==> src/pkg/sdlc_loop_consts.svh <==
// offsets, field positions, reset values and patterns of the loop access block
`ifndef SDLC_LOOP_CONSTS_SVH
`define SDLC_LOOP_CONSTS_SVH

// ----------------------------------------------------------------
// register offsets
// ----------------------------------------------------------------
`define OFS_CFG_ONE 8'h00
`define OFS_LOOP_CTL 8'h01
`define OFS_STATUS 8'h02
`define OFS_TX_DATA 8'h03
`define OFS_TX_LAST 8'h04

// ----------------------------------------------------------------
// field positions
// ----------------------------------------------------------------
`define CFG_GO_ACTIVE_BIT 6
`define CFG_GO_ON_BIT 5
`define CFG_DRV_SEL_BIT 4
`define CFG_TIME_FILL_BIT 3
`define CTL_LOOP_EN_BIT 0
`define CTL_SWAP_BIT 1

// ----------------------------------------------------------------
// reset values and line patterns
// ----------------------------------------------------------------
`define RST_BYTE 8'h00
`define FLAG_PATTERN 8'h7e
`define END_POLL_PREFIX 7'h3f
`define STUFF_LIMIT 3'h5
`define LAST_BIT_IDX 3'h7

`endif

==> src/pkg/sdlc_loop_pkg.sv <==
// types shared by the loop access block and its bench
`default_nettype none

package sdlc_loop_pkg;
    // one register bus request
    typedef struct packed
    {
        logic [7:0] addr;
        logic [7:0] wdata;
        logic wr;
        logic rd;
    } reg_req_t;

    // participation of the channel on the loop
    typedef enum logic [1:0] {LS_OFF, LS_ON, LS_SEND} loop_state_t;

    // transmitter activity while sending on loop
    typedef enum logic {TX_FLAG, TX_DATA} tx_state_t;

    // drive of one serial pin
    typedef struct packed
    {
        logic out;
        logic oe_n;
    } pin_drive_t;

    // one queued transmit byte
    typedef struct packed
    {
        logic last;
        logic [7:0] data;
    } fifo_word_t;
endpackage : sdlc_loop_pkg

`default_nettype wire

==> src/hdl/sdlc_loop_access_control.sv <==
// loop access control of one serial channel: repeat, seize, transmit, pin drivers
//
// Summary of operation
// - no loop seizure unless go active set
// - turn seventh one of end-poll into zero
// - sending state breaks receive-to-transmit repeat
// - while sending, send frames whenever transmit fifo holds data
// - fill gaps with flags, ignoring time fill
// - leave sending at a flag gap with empty fifo and go active cleared
// - go on loop adds/removes one-bit delay
// - driver select: zero open drain, one push-pull
// - same driver choice on swapped receive pin
//
// Design decisions made here: the register offsets and strobed register access.
`default_nettype none
`include "sdlc_loop_consts.svh"

module sdlc_loop_access_control #(
    parameter int BIT_CYCLES = 8,
    parameter int FIFO_DEPTH = 16
) (
    // clock and reset
    input wire logic i_mclk,
    input wire logic i_sys_rst,
    // register port
    input wire sdlc_loop_pkg::reg_req_t i_req,
    output logic [7:0] o_rd_data,
    // transmit data pin
    input wire logic i_txd_pin,
    output sdlc_loop_pkg::pin_drive_t o_txd_drv,
    // receive data pin
    input wire logic i_rxd_pin,
    output sdlc_loop_pkg::pin_drive_t o_rxd_drv
);
    import sdlc_loop_pkg::*;

    // ----------------------------------------------------------------
    // elaboration checks
    // ----------------------------------------------------------------
    localparam int AW = $clog2(FIFO_DEPTH);
    localparam int CW = $clog2(BIT_CYCLES);
    if (BIT_CYCLES < 2)
    begin : g_bad_bit
        $error("BIT_CYCLES must be at least 2");
    end
    if (FIFO_DEPTH < 2 || (1 << AW) != FIFO_DEPTH)
    begin : g_bad_depth
        $error("FIFO_DEPTH must be a power of two, at least 2");
    end

    // ----------------------------------------------------------------
    // helpers
    // ----------------------------------------------------------------
    // zero then six ones already seen, seventh one arriving
    function automatic logic is_end_poll(input logic [6:0] hist, input logic bit_v);
        is_end_poll = (hist == `END_POLL_PREFIX) && bit_v;
    endfunction : is_end_poll

    // pin drive for a data bit; push-pull or open drain
    function automatic pin_drive_t drive_pin(input logic bit_v, input logic push_pull);
        drive_pin.out = push_pull ? bit_v : 1'b0;
        drive_pin.oe_n = push_pull ? 1'b0 : bit_v;
    endfunction : drive_pin

    // ----------------------------------------------------------------
    // registers and state
    // ----------------------------------------------------------------
    logic [7:0] cfg_q, cfg_d; // channel_config_one
    logic [7:0] ctl_q, ctl_d; // loop enable and pin swap
    logic [7:0] rd_q, rd_d; // read data
    logic [2:0] txs_sync_q, txs_sync_d; // txd pin synchroniser
    logic [2:0] rxs_sync_q, rxs_sync_d; // rxd pin synchroniser
    logic txd_lvl_q, txd_lvl_d; // filtered txd pin level
    logic rxd_lvl_q, rxd_lvl_d; // filtered rxd pin level
    logic [CW-1:0] cnt_q, cnt_d; // bit period counter
    loop_state_t loop_q, loop_d; // loop participation
    tx_state_t txs_q, txs_d; // transmitter activity
    logic [6:0] hist_q, hist_d; // last received bits, newest low
    logic tx_bit_q, tx_bit_d; // bit on the line while on loop
    logic [2:0] flag_idx_q, flag_idx_d; // flag bit position
    logic [7:0] sh_q, sh_d; // byte being sent
    logic [2:0] bit_idx_q, bit_idx_d; // data bit position
    logic [2:0] ones_q, ones_d; // run of ones for stuffing
    logic last_q, last_d; // byte closes a frame
    logic done_q, done_d; // byte fully shifted
    logic [AW:0] wp_q, wp_d; // fifo write pointer
    logic [AW:0] rp_q, rp_d; // fifo read pointer
    logic valid_q, valid_d; // head word readable
    pin_drive_t txd_q, txd_d; // txd pin drive
    pin_drive_t rxd_q, rxd_d; // rxd pin drive

    // combinational helpers
    logic bit_stb; // one cycle per bit
    logic rx_bit; // received line level
    logic swap; // serial pins flipped
    logic loop_en; // loop mode selected
    logic go_active_eff; // effective go active on loop
    logic go_on_eff; // effective go on loop
    logic eop_hit; // end-of-poll seventh one now
    logic push; // fifo write
    logic pop; // fifo read
    logic load; // start next byte
    logic full; // fifo full
    logic empty; // fifo empty
    logic line_bit; // bit the pin carries
    fifo_word_t head; // fifo head word
    fifo_word_t wr_word; // word being queued

    // ----------------------------------------------------------------
    // register port
    // ----------------------------------------------------------------
    // writes, read data one cycle later, unmapped reads zero
    always_comb
    begin
        cfg_d = cfg_q;
        ctl_d = ctl_q;
        rd_d = `RST_BYTE;
        if (i_req.wr && i_req.addr == `OFS_CFG_ONE)
        begin
            cfg_d = i_req.wdata;
        end
        else if (i_req.wr && i_req.addr == `OFS_LOOP_CTL)
        begin
            ctl_d = {6'h00, i_req.wdata[1:0]};
        end
        if (i_req.rd && i_req.addr == `OFS_CFG_ONE)
        begin
            rd_d = cfg_q;
        end
        else if (i_req.rd && i_req.addr == `OFS_LOOP_CTL)
        begin
            rd_d = ctl_q;
        end
        else if (i_req.rd && i_req.addr == `OFS_STATUS)
        begin
            rd_d = {4'h0, full, ~valid_q, loop_q == LS_SEND, loop_q != LS_OFF};
        end
    end

    // loop bits count only in loop mode
    assign swap = ctl_q[`CTL_SWAP_BIT];
    assign loop_en = ctl_q[`CTL_LOOP_EN_BIT];
    assign go_active_eff = loop_en & cfg_q[`CFG_GO_ACTIVE_BIT];
    assign go_on_eff = loop_en & cfg_q[`CFG_GO_ON_BIT];

    // ----------------------------------------------------------------
    // pin input synchronisers and bit timing
    // ----------------------------------------------------------------
    // level changes once second and third stage agree
    always_comb
    begin
        txs_sync_d = {txs_sync_q[1:0], i_txd_pin};
        rxs_sync_d = {rxs_sync_q[1:0], i_rxd_pin};
        txd_lvl_d = (txs_sync_q[1] == txs_sync_q[2]) ? txs_sync_q[2] : txd_lvl_q;
        rxd_lvl_d = (rxs_sync_q[1] == rxs_sync_q[2]) ? rxs_sync_q[2] : rxd_lvl_q;
        cnt_d = bit_stb ? '0 : cnt_q + CW'(1);
    end
    assign bit_stb = (cnt_q == CW'(BIT_CYCLES - 1));
    assign rx_bit = swap ? txd_lvl_q : rxd_lvl_q;
    assign eop_hit = is_end_poll(hist_q, rx_bit);

    // ----------------------------------------------------------------
    // transmit fifo
    // ----------------------------------------------------------------
    assign full = (wp_q[AW] != rp_q[AW]) && (wp_q[AW-1:0] == rp_q[AW-1:0]);
    assign empty = (wp_q == rp_q);
    assign push = i_req.wr && !full
        && (i_req.addr == `OFS_TX_DATA || i_req.addr == `OFS_TX_LAST);
    assign wr_word = '{last: i_req.addr == `OFS_TX_LAST, data: i_req.wdata};

    // pointers; head valid in the same cycle the registered memory read settles
    always_comb
    begin
        wp_d = push ? wp_q + (AW+1)'(1) : wp_q;
        rp_d = pop ? rp_q + (AW+1)'(1) : rp_q;
        valid_d = !empty && !pop;
    end

    loop_fifo_mem #(
        .WIDTH($bits(fifo_word_t)),
        .DEPTH(FIFO_DEPTH)
    ) u_mem (
        .i_mclk(i_mclk),
        .i_wr_en(push),
        .i_wr_addr(wp_q[AW-1:0]),
        .i_wr_data(wr_word),
        .i_rd_addr(rp_q[AW-1:0]),
        .o_rd_data(head)
    );

    // ----------------------------------------------------------------
    // loop state and transmitter
    // ----------------------------------------------------------------
    // all moves happen on the bit strobe
    always_comb
    begin
        loop_d = loop_q;
        txs_d = txs_q;
        hist_d = hist_q;
        tx_bit_d = tx_bit_q;
        flag_idx_d = flag_idx_q;
        sh_d = sh_q;
        bit_idx_d = bit_idx_q;
        ones_d = ones_q;
        last_d = last_q;
        done_d = done_q;
        load = 1'b0;
        pop = 1'b0;
        if (bit_stb)
        begin
            hist_d = {hist_q[5:0], rx_bit};
            case (loop_q)
                LS_OFF:
                begin
                    if (eop_hit && go_on_eff)
                    begin
                        loop_d = LS_ON;
                        tx_bit_d = rx_bit;
                    end
                end
                LS_ON:
                begin
                    // repeat one bit late
                    tx_bit_d = rx_bit;
                    if (eop_hit && go_active_eff)
                    begin
                        tx_bit_d = 1'b0;
                        loop_d = LS_SEND;
                        txs_d = TX_FLAG;
                        flag_idx_d = 3'h0;
                    end
                    else if (eop_hit && !go_on_eff)
                    begin
                        loop_d = LS_OFF;
                    end
                end
                default:
                begin
                    case (txs_q)
                        TX_FLAG:
                        begin
                            if (flag_idx_q != 3'h0)
                            begin
                                tx_bit_d = 1'(`FLAG_PATTERN >> flag_idx_q);
                                flag_idx_d = flag_idx_q + 3'h1;
                            end
                            else if (valid_q)
                            begin
                                load = 1'b1;
                            end
                            else if (!go_active_eff)
                            begin
                                loop_d = LS_ON;
                                tx_bit_d = rx_bit;
                            end
                            else
                            begin
                                tx_bit_d = 1'(`FLAG_PATTERN);
                                flag_idx_d = 3'h1;
                            end
                        end
                        default:
                        begin
                            if (ones_q == `STUFF_LIMIT)
                            begin
                                tx_bit_d = 1'b0;
                                ones_d = 3'h0;
                            end
                            else if (done_q && !last_q && valid_q)
                            begin
                                load = 1'b1;
                            end
                            else if (done_q)
                            begin
                                txs_d = TX_FLAG;
                                tx_bit_d = 1'(`FLAG_PATTERN);
                                flag_idx_d = 3'h1;
                            end
                            else
                            begin
                                tx_bit_d = sh_q[bit_idx_q];
                                ones_d = sh_q[bit_idx_q] ? ones_q + 3'h1 : 3'h0;
                                bit_idx_d = bit_idx_q + 3'h1;
                                done_d = (bit_idx_q == `LAST_BIT_IDX);
                            end
                        end
                    endcase
                end
            endcase
            // take the head byte and send its first bit
            if (load)
            begin
                pop = 1'b1;
                txs_d = TX_DATA;
                sh_d = head.data;
                last_d = head.last;
                tx_bit_d = head.data[0];
                ones_d = head.data[0] ? 3'h1 : 3'h0;
                bit_idx_d = 3'h1;
                done_d = 1'b0;
            end
        end
    end

    // ----------------------------------------------------------------
    // pin drivers
    // ----------------------------------------------------------------
    // off loop the pin follows receive with no bit delay
    assign line_bit = (loop_q == LS_OFF) ? rx_bit : tx_bit_q;
    always_comb
    begin
        txd_d = '{out: 1'b0, oe_n: 1'b1};
        rxd_d = '{out: 1'b0, oe_n: 1'b1};
        // only the pin that carries transmit is driven, the other stays released
        if (swap)
        begin
            rxd_d = drive_pin(line_bit, cfg_q[`CFG_DRV_SEL_BIT]);
        end
        else
        begin
            txd_d = drive_pin(line_bit, cfg_q[`CFG_DRV_SEL_BIT]);
        end
    end

    // ----------------------------------------------------------------
    // state registers
    // ----------------------------------------------------------------
    always_ff @(posedge i_mclk)
    begin
        if (i_sys_rst)
        begin
            cfg_q <= `RST_BYTE;
            ctl_q <= `RST_BYTE;
            rd_q <= `RST_BYTE;
            txs_sync_q <= 3'h7;
            rxs_sync_q <= 3'h7;
            txd_lvl_q <= 1'b1;
            rxd_lvl_q <= 1'b1;
            cnt_q <= '0;
            loop_q <= LS_OFF;
            txs_q <= TX_FLAG;
            hist_q <= 7'h00;
            tx_bit_q <= 1'b1;
            flag_idx_q <= 3'h0;
            sh_q <= `RST_BYTE;
            bit_idx_q <= 3'h0;
            ones_q <= 3'h0;
            last_q <= 1'b0;
            done_q <= 1'b0;
            wp_q <= '0;
            rp_q <= '0;
            valid_q <= 1'b0;
            txd_q <= '{out: 1'b0, oe_n: 1'b1};
            rxd_q <= '{out: 1'b0, oe_n: 1'b1};
        end
        else
        begin
            cfg_q <= cfg_d;
            ctl_q <= ctl_d;
            rd_q <= rd_d;
            txs_sync_q <= txs_sync_d;
            rxs_sync_q <= rxs_sync_d;
            txd_lvl_q <= txd_lvl_d;
            rxd_lvl_q <= rxd_lvl_d;
            cnt_q <= cnt_d;
            loop_q <= loop_d;
            txs_q <= txs_d;
            hist_q <= hist_d;
            tx_bit_q <= tx_bit_d;
            flag_idx_q <= flag_idx_d;
            sh_q <= sh_d;
            bit_idx_q <= bit_idx_d;
            ones_q <= ones_d;
            last_q <= last_d;
            done_q <= done_d;
            wp_q <= wp_d;
            rp_q <= rp_d;
            valid_q <= valid_d;
            txd_q <= txd_d;
            rxd_q <= rxd_d;
        end
    end
    assign o_rd_data = rd_q;
    assign o_txd_drv = txd_q;
    assign o_rxd_drv = rxd_q;
endmodule : sdlc_loop_access_control

`default_nettype wire

==> src/hdl/loop_fifo_mem.sv <==
// storage array of the transmit fifo with registered read data
`default_nettype none

module loop_fifo_mem #(
    parameter int WIDTH = 9,
    parameter int DEPTH = 16
) (
    // clock
    input wire logic i_mclk,
    // write side
    input wire logic i_wr_en,
    input wire logic [$clog2(DEPTH)-1:0] i_wr_addr,
    input wire logic [WIDTH-1:0] i_wr_data,
    // read side
    input wire logic [$clog2(DEPTH)-1:0] i_rd_addr,
    output logic [WIDTH-1:0] o_rd_data
);
    // array of words
    logic [WIDTH-1:0] mem_q [DEPTH];

    // write the array and register the addressed word
    always_ff @(posedge i_mclk)
    begin
        if (i_wr_en)
        begin
            mem_q[i_wr_addr] <= i_wr_data;
        end
        o_rd_data <= mem_q[i_rd_addr];
    end
endmodule : loop_fifo_mem

`default_nettype wire

==> config.mk <==
export PLATFORM = sky130hd
export DESIGN_NAME = sdlc_loop_access_control
export DESIGN_NICKNAME = d
export VERILOG_FILES = /design/src/pkg/sdlc_loop_pkg.sv /design/src/hdl/sdlc_loop_access_control.sv /design/src/hdl/loop_fifo_mem.sv
export VERILOG_INCLUDE_DIRS = /design/src /design/src/pkg
export SDC_FILE = /design/constraint.sdc
export NUM_CORES = 1
export LEC_CHECK = 0
export ABC_AREA = 1
export BUFFER_PORTS_ARGS = -buffer_cell sky130_fd_sc_hd__buf_4
export CAP_MARGIN = 10
export CORE_ASPECT_RATIO = 1.5
export CORE_MARGIN = 2
export CORE_UTILIZATION = 23
export DETAILED_ROUTE_END_ITERATION = 8
export GPL_TIMING_DRIVEN = 0
export HOLD_SLACK_MARGIN = 0.12
export PLACE_DENSITY_LB_ADDON = 0.05
export SLEW_MARGIN = 20
export SYNTH_ARGS = -nofsm -noshare
export SYNTH_HDL_FRONTEND = slang
export SYNTH_SLANG_ARGS = --single-unit
export TNS_END_PERCENT = 10
==> constraint.sdc <==
create_clock -name i_mclk -period 2.2 [get_ports i_mclk]
set_clock_uncertainty 0.05 [all_clocks]
set_input_delay 0.44 -clock i_mclk [delete_from_list [all_inputs] [get_ports i_mclk]]
set_output_delay 0.44 -clock i_mclk [all_outputs]
set_load 0.05 [all_outputs]
==> results.tsv <==
metric	value	unit
commonest non-fill, non-tap cell in the layout	nor2_1	
die height	251.7	um
status	complete, no violations	
P_leak	4.160	nW
port bufs	33	
Horiz. Die Dim	169.1	um
P&R area growth vs syn	23.49	%
via count	6616	
final worst-path cycle share	0.9965	
Num CTS Buffers	26	
Placed Cells	1446	
H-tree depth	1	
initial antenna violation count	0	
Final Instance Count excl. Fillers	1510	
Ports	34	
compound-cell area share of the yosys netlist	0.1087	
Crit Path Category	flop to flop	
CP Data Arrival Time	2590	ps
post-synthesis mux area share	0.006386	
final number of max-transition violations	0	
initial core utilization	0.2333	
core area	40310	um^2
fmax	0.4562	GHz
layout cell share with drive strength beyond 1	0.1833	
Hold Vio Cnt, Final	0	
Post-synth EDFFs	144	
Antenna Nets Post-Route	0	
vias in the first global route	6759	
synthesized flop and latch total	227	
post-synthesis xor/xnor area fraction	0.008381	
DIE AREA	42560	um^2
main combinational cell family by area after synthesis	simple AND/OR/NAND/NOR gates	
Crit path required time	2600	ps
sequence of cells on the critical path	buf_2 > clkbuf_1 > o32ai_1 > nand2_1 > nand3_1	
Rows	90	
CTS tree	done	
global-route wire length before repair	43.44	mm
Async SR Flop Fraction	0	
Post-Syn Instances	904	
HPWL Detailed	20.80	mm
CTS sink cnt	227	
Least-Margin Pin Slew	806.4	ps
maxcap violations	0	
register area share after synthesis	0.6364	
mapped cell area	9405	um^2
Inserted Diodes	0	
setup violators final	0	
critical path peak fanout	10	
Worst-Skew Late Latency	540	ps
Via-to-Cell Ratio	4.381	
Setup crit end kind	flop	
Reg clk slew, reported paths	60	ps
Synth Area in Simple Gates	0.1717	
gr ovfl total	0	
CP startpoint kind	flop	
Register Area	5991	um^2
count of different cell masters after synthesis	42	
pwr dens	784.3	nW/um^2
DRC viols	0	
Worst path slowest cell	o32ai_1	
Syn Nets	940	
Worst Hold Class	input pin to flop	
Final min period	2192	ps
crit-path max cell delay	750	ps
post-synthesis area per instance	10.40	um^2
WL per Instance	19.52	um
adder-cell area share of the yosys netlist	0.01862	
Rel. slew slack	0.4607	
Primary FF master, synth	edfxtp_1	
Ys Warns	0	
Filler Cells Inserted	4198	
RSZ-0062 raised after global routing	true	
Final Total Pwr	0.009110	W
largest net degree at the start of global routing	19	
Root Driver	clkbuf_16	
Initial DRC Count	330	
Pre-antenna DRT Iters	5	
Detailed Route WL	29.47	mm
Final Net Count	1020	
multi-input logic area	3094	um^2
Clock Tree Buf Depth	3	
gpl congestion	0.8308	
GRT Total Usage	0.1391	
peak supply drop	0.3716	mV
most frequent cells in the layout	nor2_1, edfxtp_1, nand2_1	
==> routing by layer <==
metal,GRT usage,part of all wire,vias to the layer above
met2,0.2588,0.52,110
li1,-,-,3284
met3,0.02149,0.033,56
met1,0.1571,0.41,3166
met5,0,0,-
met4,0.05763,0.041,0
==> cell families after synthesis <==
group           Yosys count
simple gates            368
flops                   227
compound gates          169
buf+inv                 111
fa+ha+maj                14
xor+xnor                  9
mux                       6
==> through the flow <==
stage | area, um^2 | TNS (ps) | hold slack [ps] | setup WS [ps] | utilization
after floorplan | 9405 | 0 | 339.5 | 84.18 | -
after global placement | 10290 | -91480 | 343.9 | -984.6 | 0.2552
after detailed placement | 10320 | -75550 | 348.3 | -708.7 | 0.2561
after CTS | 11590 | 0 | 147.2 | 7.191 | 0.2875
after global routing | 11610 | -2327 | 171.5 | -47.73 | 0.2881
final | 11610 | 0 | 163.5 | 7.810 | 0.2881
==> final timing paths <==
kind	slack, ps	depth (start not counted)	to	startpoint
min	160	3	wp_q[3]	i_req[1]
min reg2reg	360	1	rxs_sync_q[1]	rxs_sync_q[0]
max reg2reg	8	5	u_mem.o_rd_data[0]	rp_q[1]
max	8	5	u_mem.o_rd_data[0]	rp_q[1]
==> synth_stat cells, types with 2 or more instances <==
cell type / count / area [um^2]
o32ai_1: 18 / 157.7
xor2_1: 9 / 78.83
mux2i_1: 6 / 60.06
a21oi_1: 28 / 140.1
clkbuf_1: 15 / 56.30
nand4_1: 10 / 62.56
or2_2: 6 / 37.54
clkinv_1: 2 / 7.510
nor2_1: 176 / 660.6
edfxtp_1: 144 / 4324
o221ai_1: 6 / 52.55
nand2_2: 5 / 31.28
inv_2: 7 / 26.28
o21ai_1: 3 / 15.01
nor2_2: 6 / 37.54
nand3_2: 4 / 40.04
ha_1: 14 / 175.2
nor3_1: 7 / 35.03
buf_6: 3 / 33.78
nand2_1: 100 / 375.4
o21ai_2: 2 / 17.52
inv_1: 65 / 244.0
nand2_4: 4 / 45.04
o21ai_0: 80 / 400.4
o211ai_1: 16 / 120.1
nand3_1: 41 / 205.2
and3_1: 2 / 12.51
buf_2: 16 / 80.08
buf_4: 2 / 15.01
a21oi_2: 5 / 43.79
dfxtp_1: 83 / 1662
o22ai_1: 9 / 56.30
==> state kept, by name (all words and copies together), names as in the netlist, 3 cells and up <==
| name | flops |
|---|---|
| sh_q | 8 |
| ones_q | 3 |
| rp_q | 5 |
| o_rd_data | 8 |
| u_mem.o_rd_data | 9 |
| wp_q | 5 |
| cnt_q | 3 |
| bit_idx_q | 3 |
| txs_sync_q | 3 |
| rxs_sync_q | 3 |
| hist_q | 7 |
| flag_idx_q | 3 |
| cfg_q | 8 |
| u_mem.mem_q | 144 |
==> report_power, final <==
group | internal (W) | switching, W | total, W | leakage [nW]
combinational | 0.0000499 | 0.000122 | 0.000172 | 1.76
sequential | 0.00452 | 0.00000403 | 0.00453 | 1.97
clock | 0.00262 | 0.00179 | 0.00441 | 0.436
total | 0.00720 | 0.00191 | 0.00911 | 4.16
==> final cells by class <==
class	instances	area share
flip-flops and latches	227	0.5158
multi-input cells	566	0.2664
clock buffers	37	0.06517
well taps	506	0.05451
repair buffers	52	0.04751
inverters	74	0.02413
plain buffers	37	0.01734
clock inverters	11	0.009157
==> worst max-delay path, delay by kind of cell (launching register included) <==
family / cells / cell delay (ps)
AOI/OAI and AO/OA: 1 / 750
buffers and inverters: 2 / 570
DFF: 1 / 370
and+or+nand+nor: 2 / 360
==> timing repair <==
action                                  in CTS  in global routing
pin swaps                                   12                  0
hold buffers                                 3                  0
gates resized for setup                     36                  9
gates cloned                                 0                  0
buffers inserted                            13                  0
endpoints found under the hold margin        2                  0
endpoints found under the setup margin     142                125
Power figures use the tool's default switching activity.
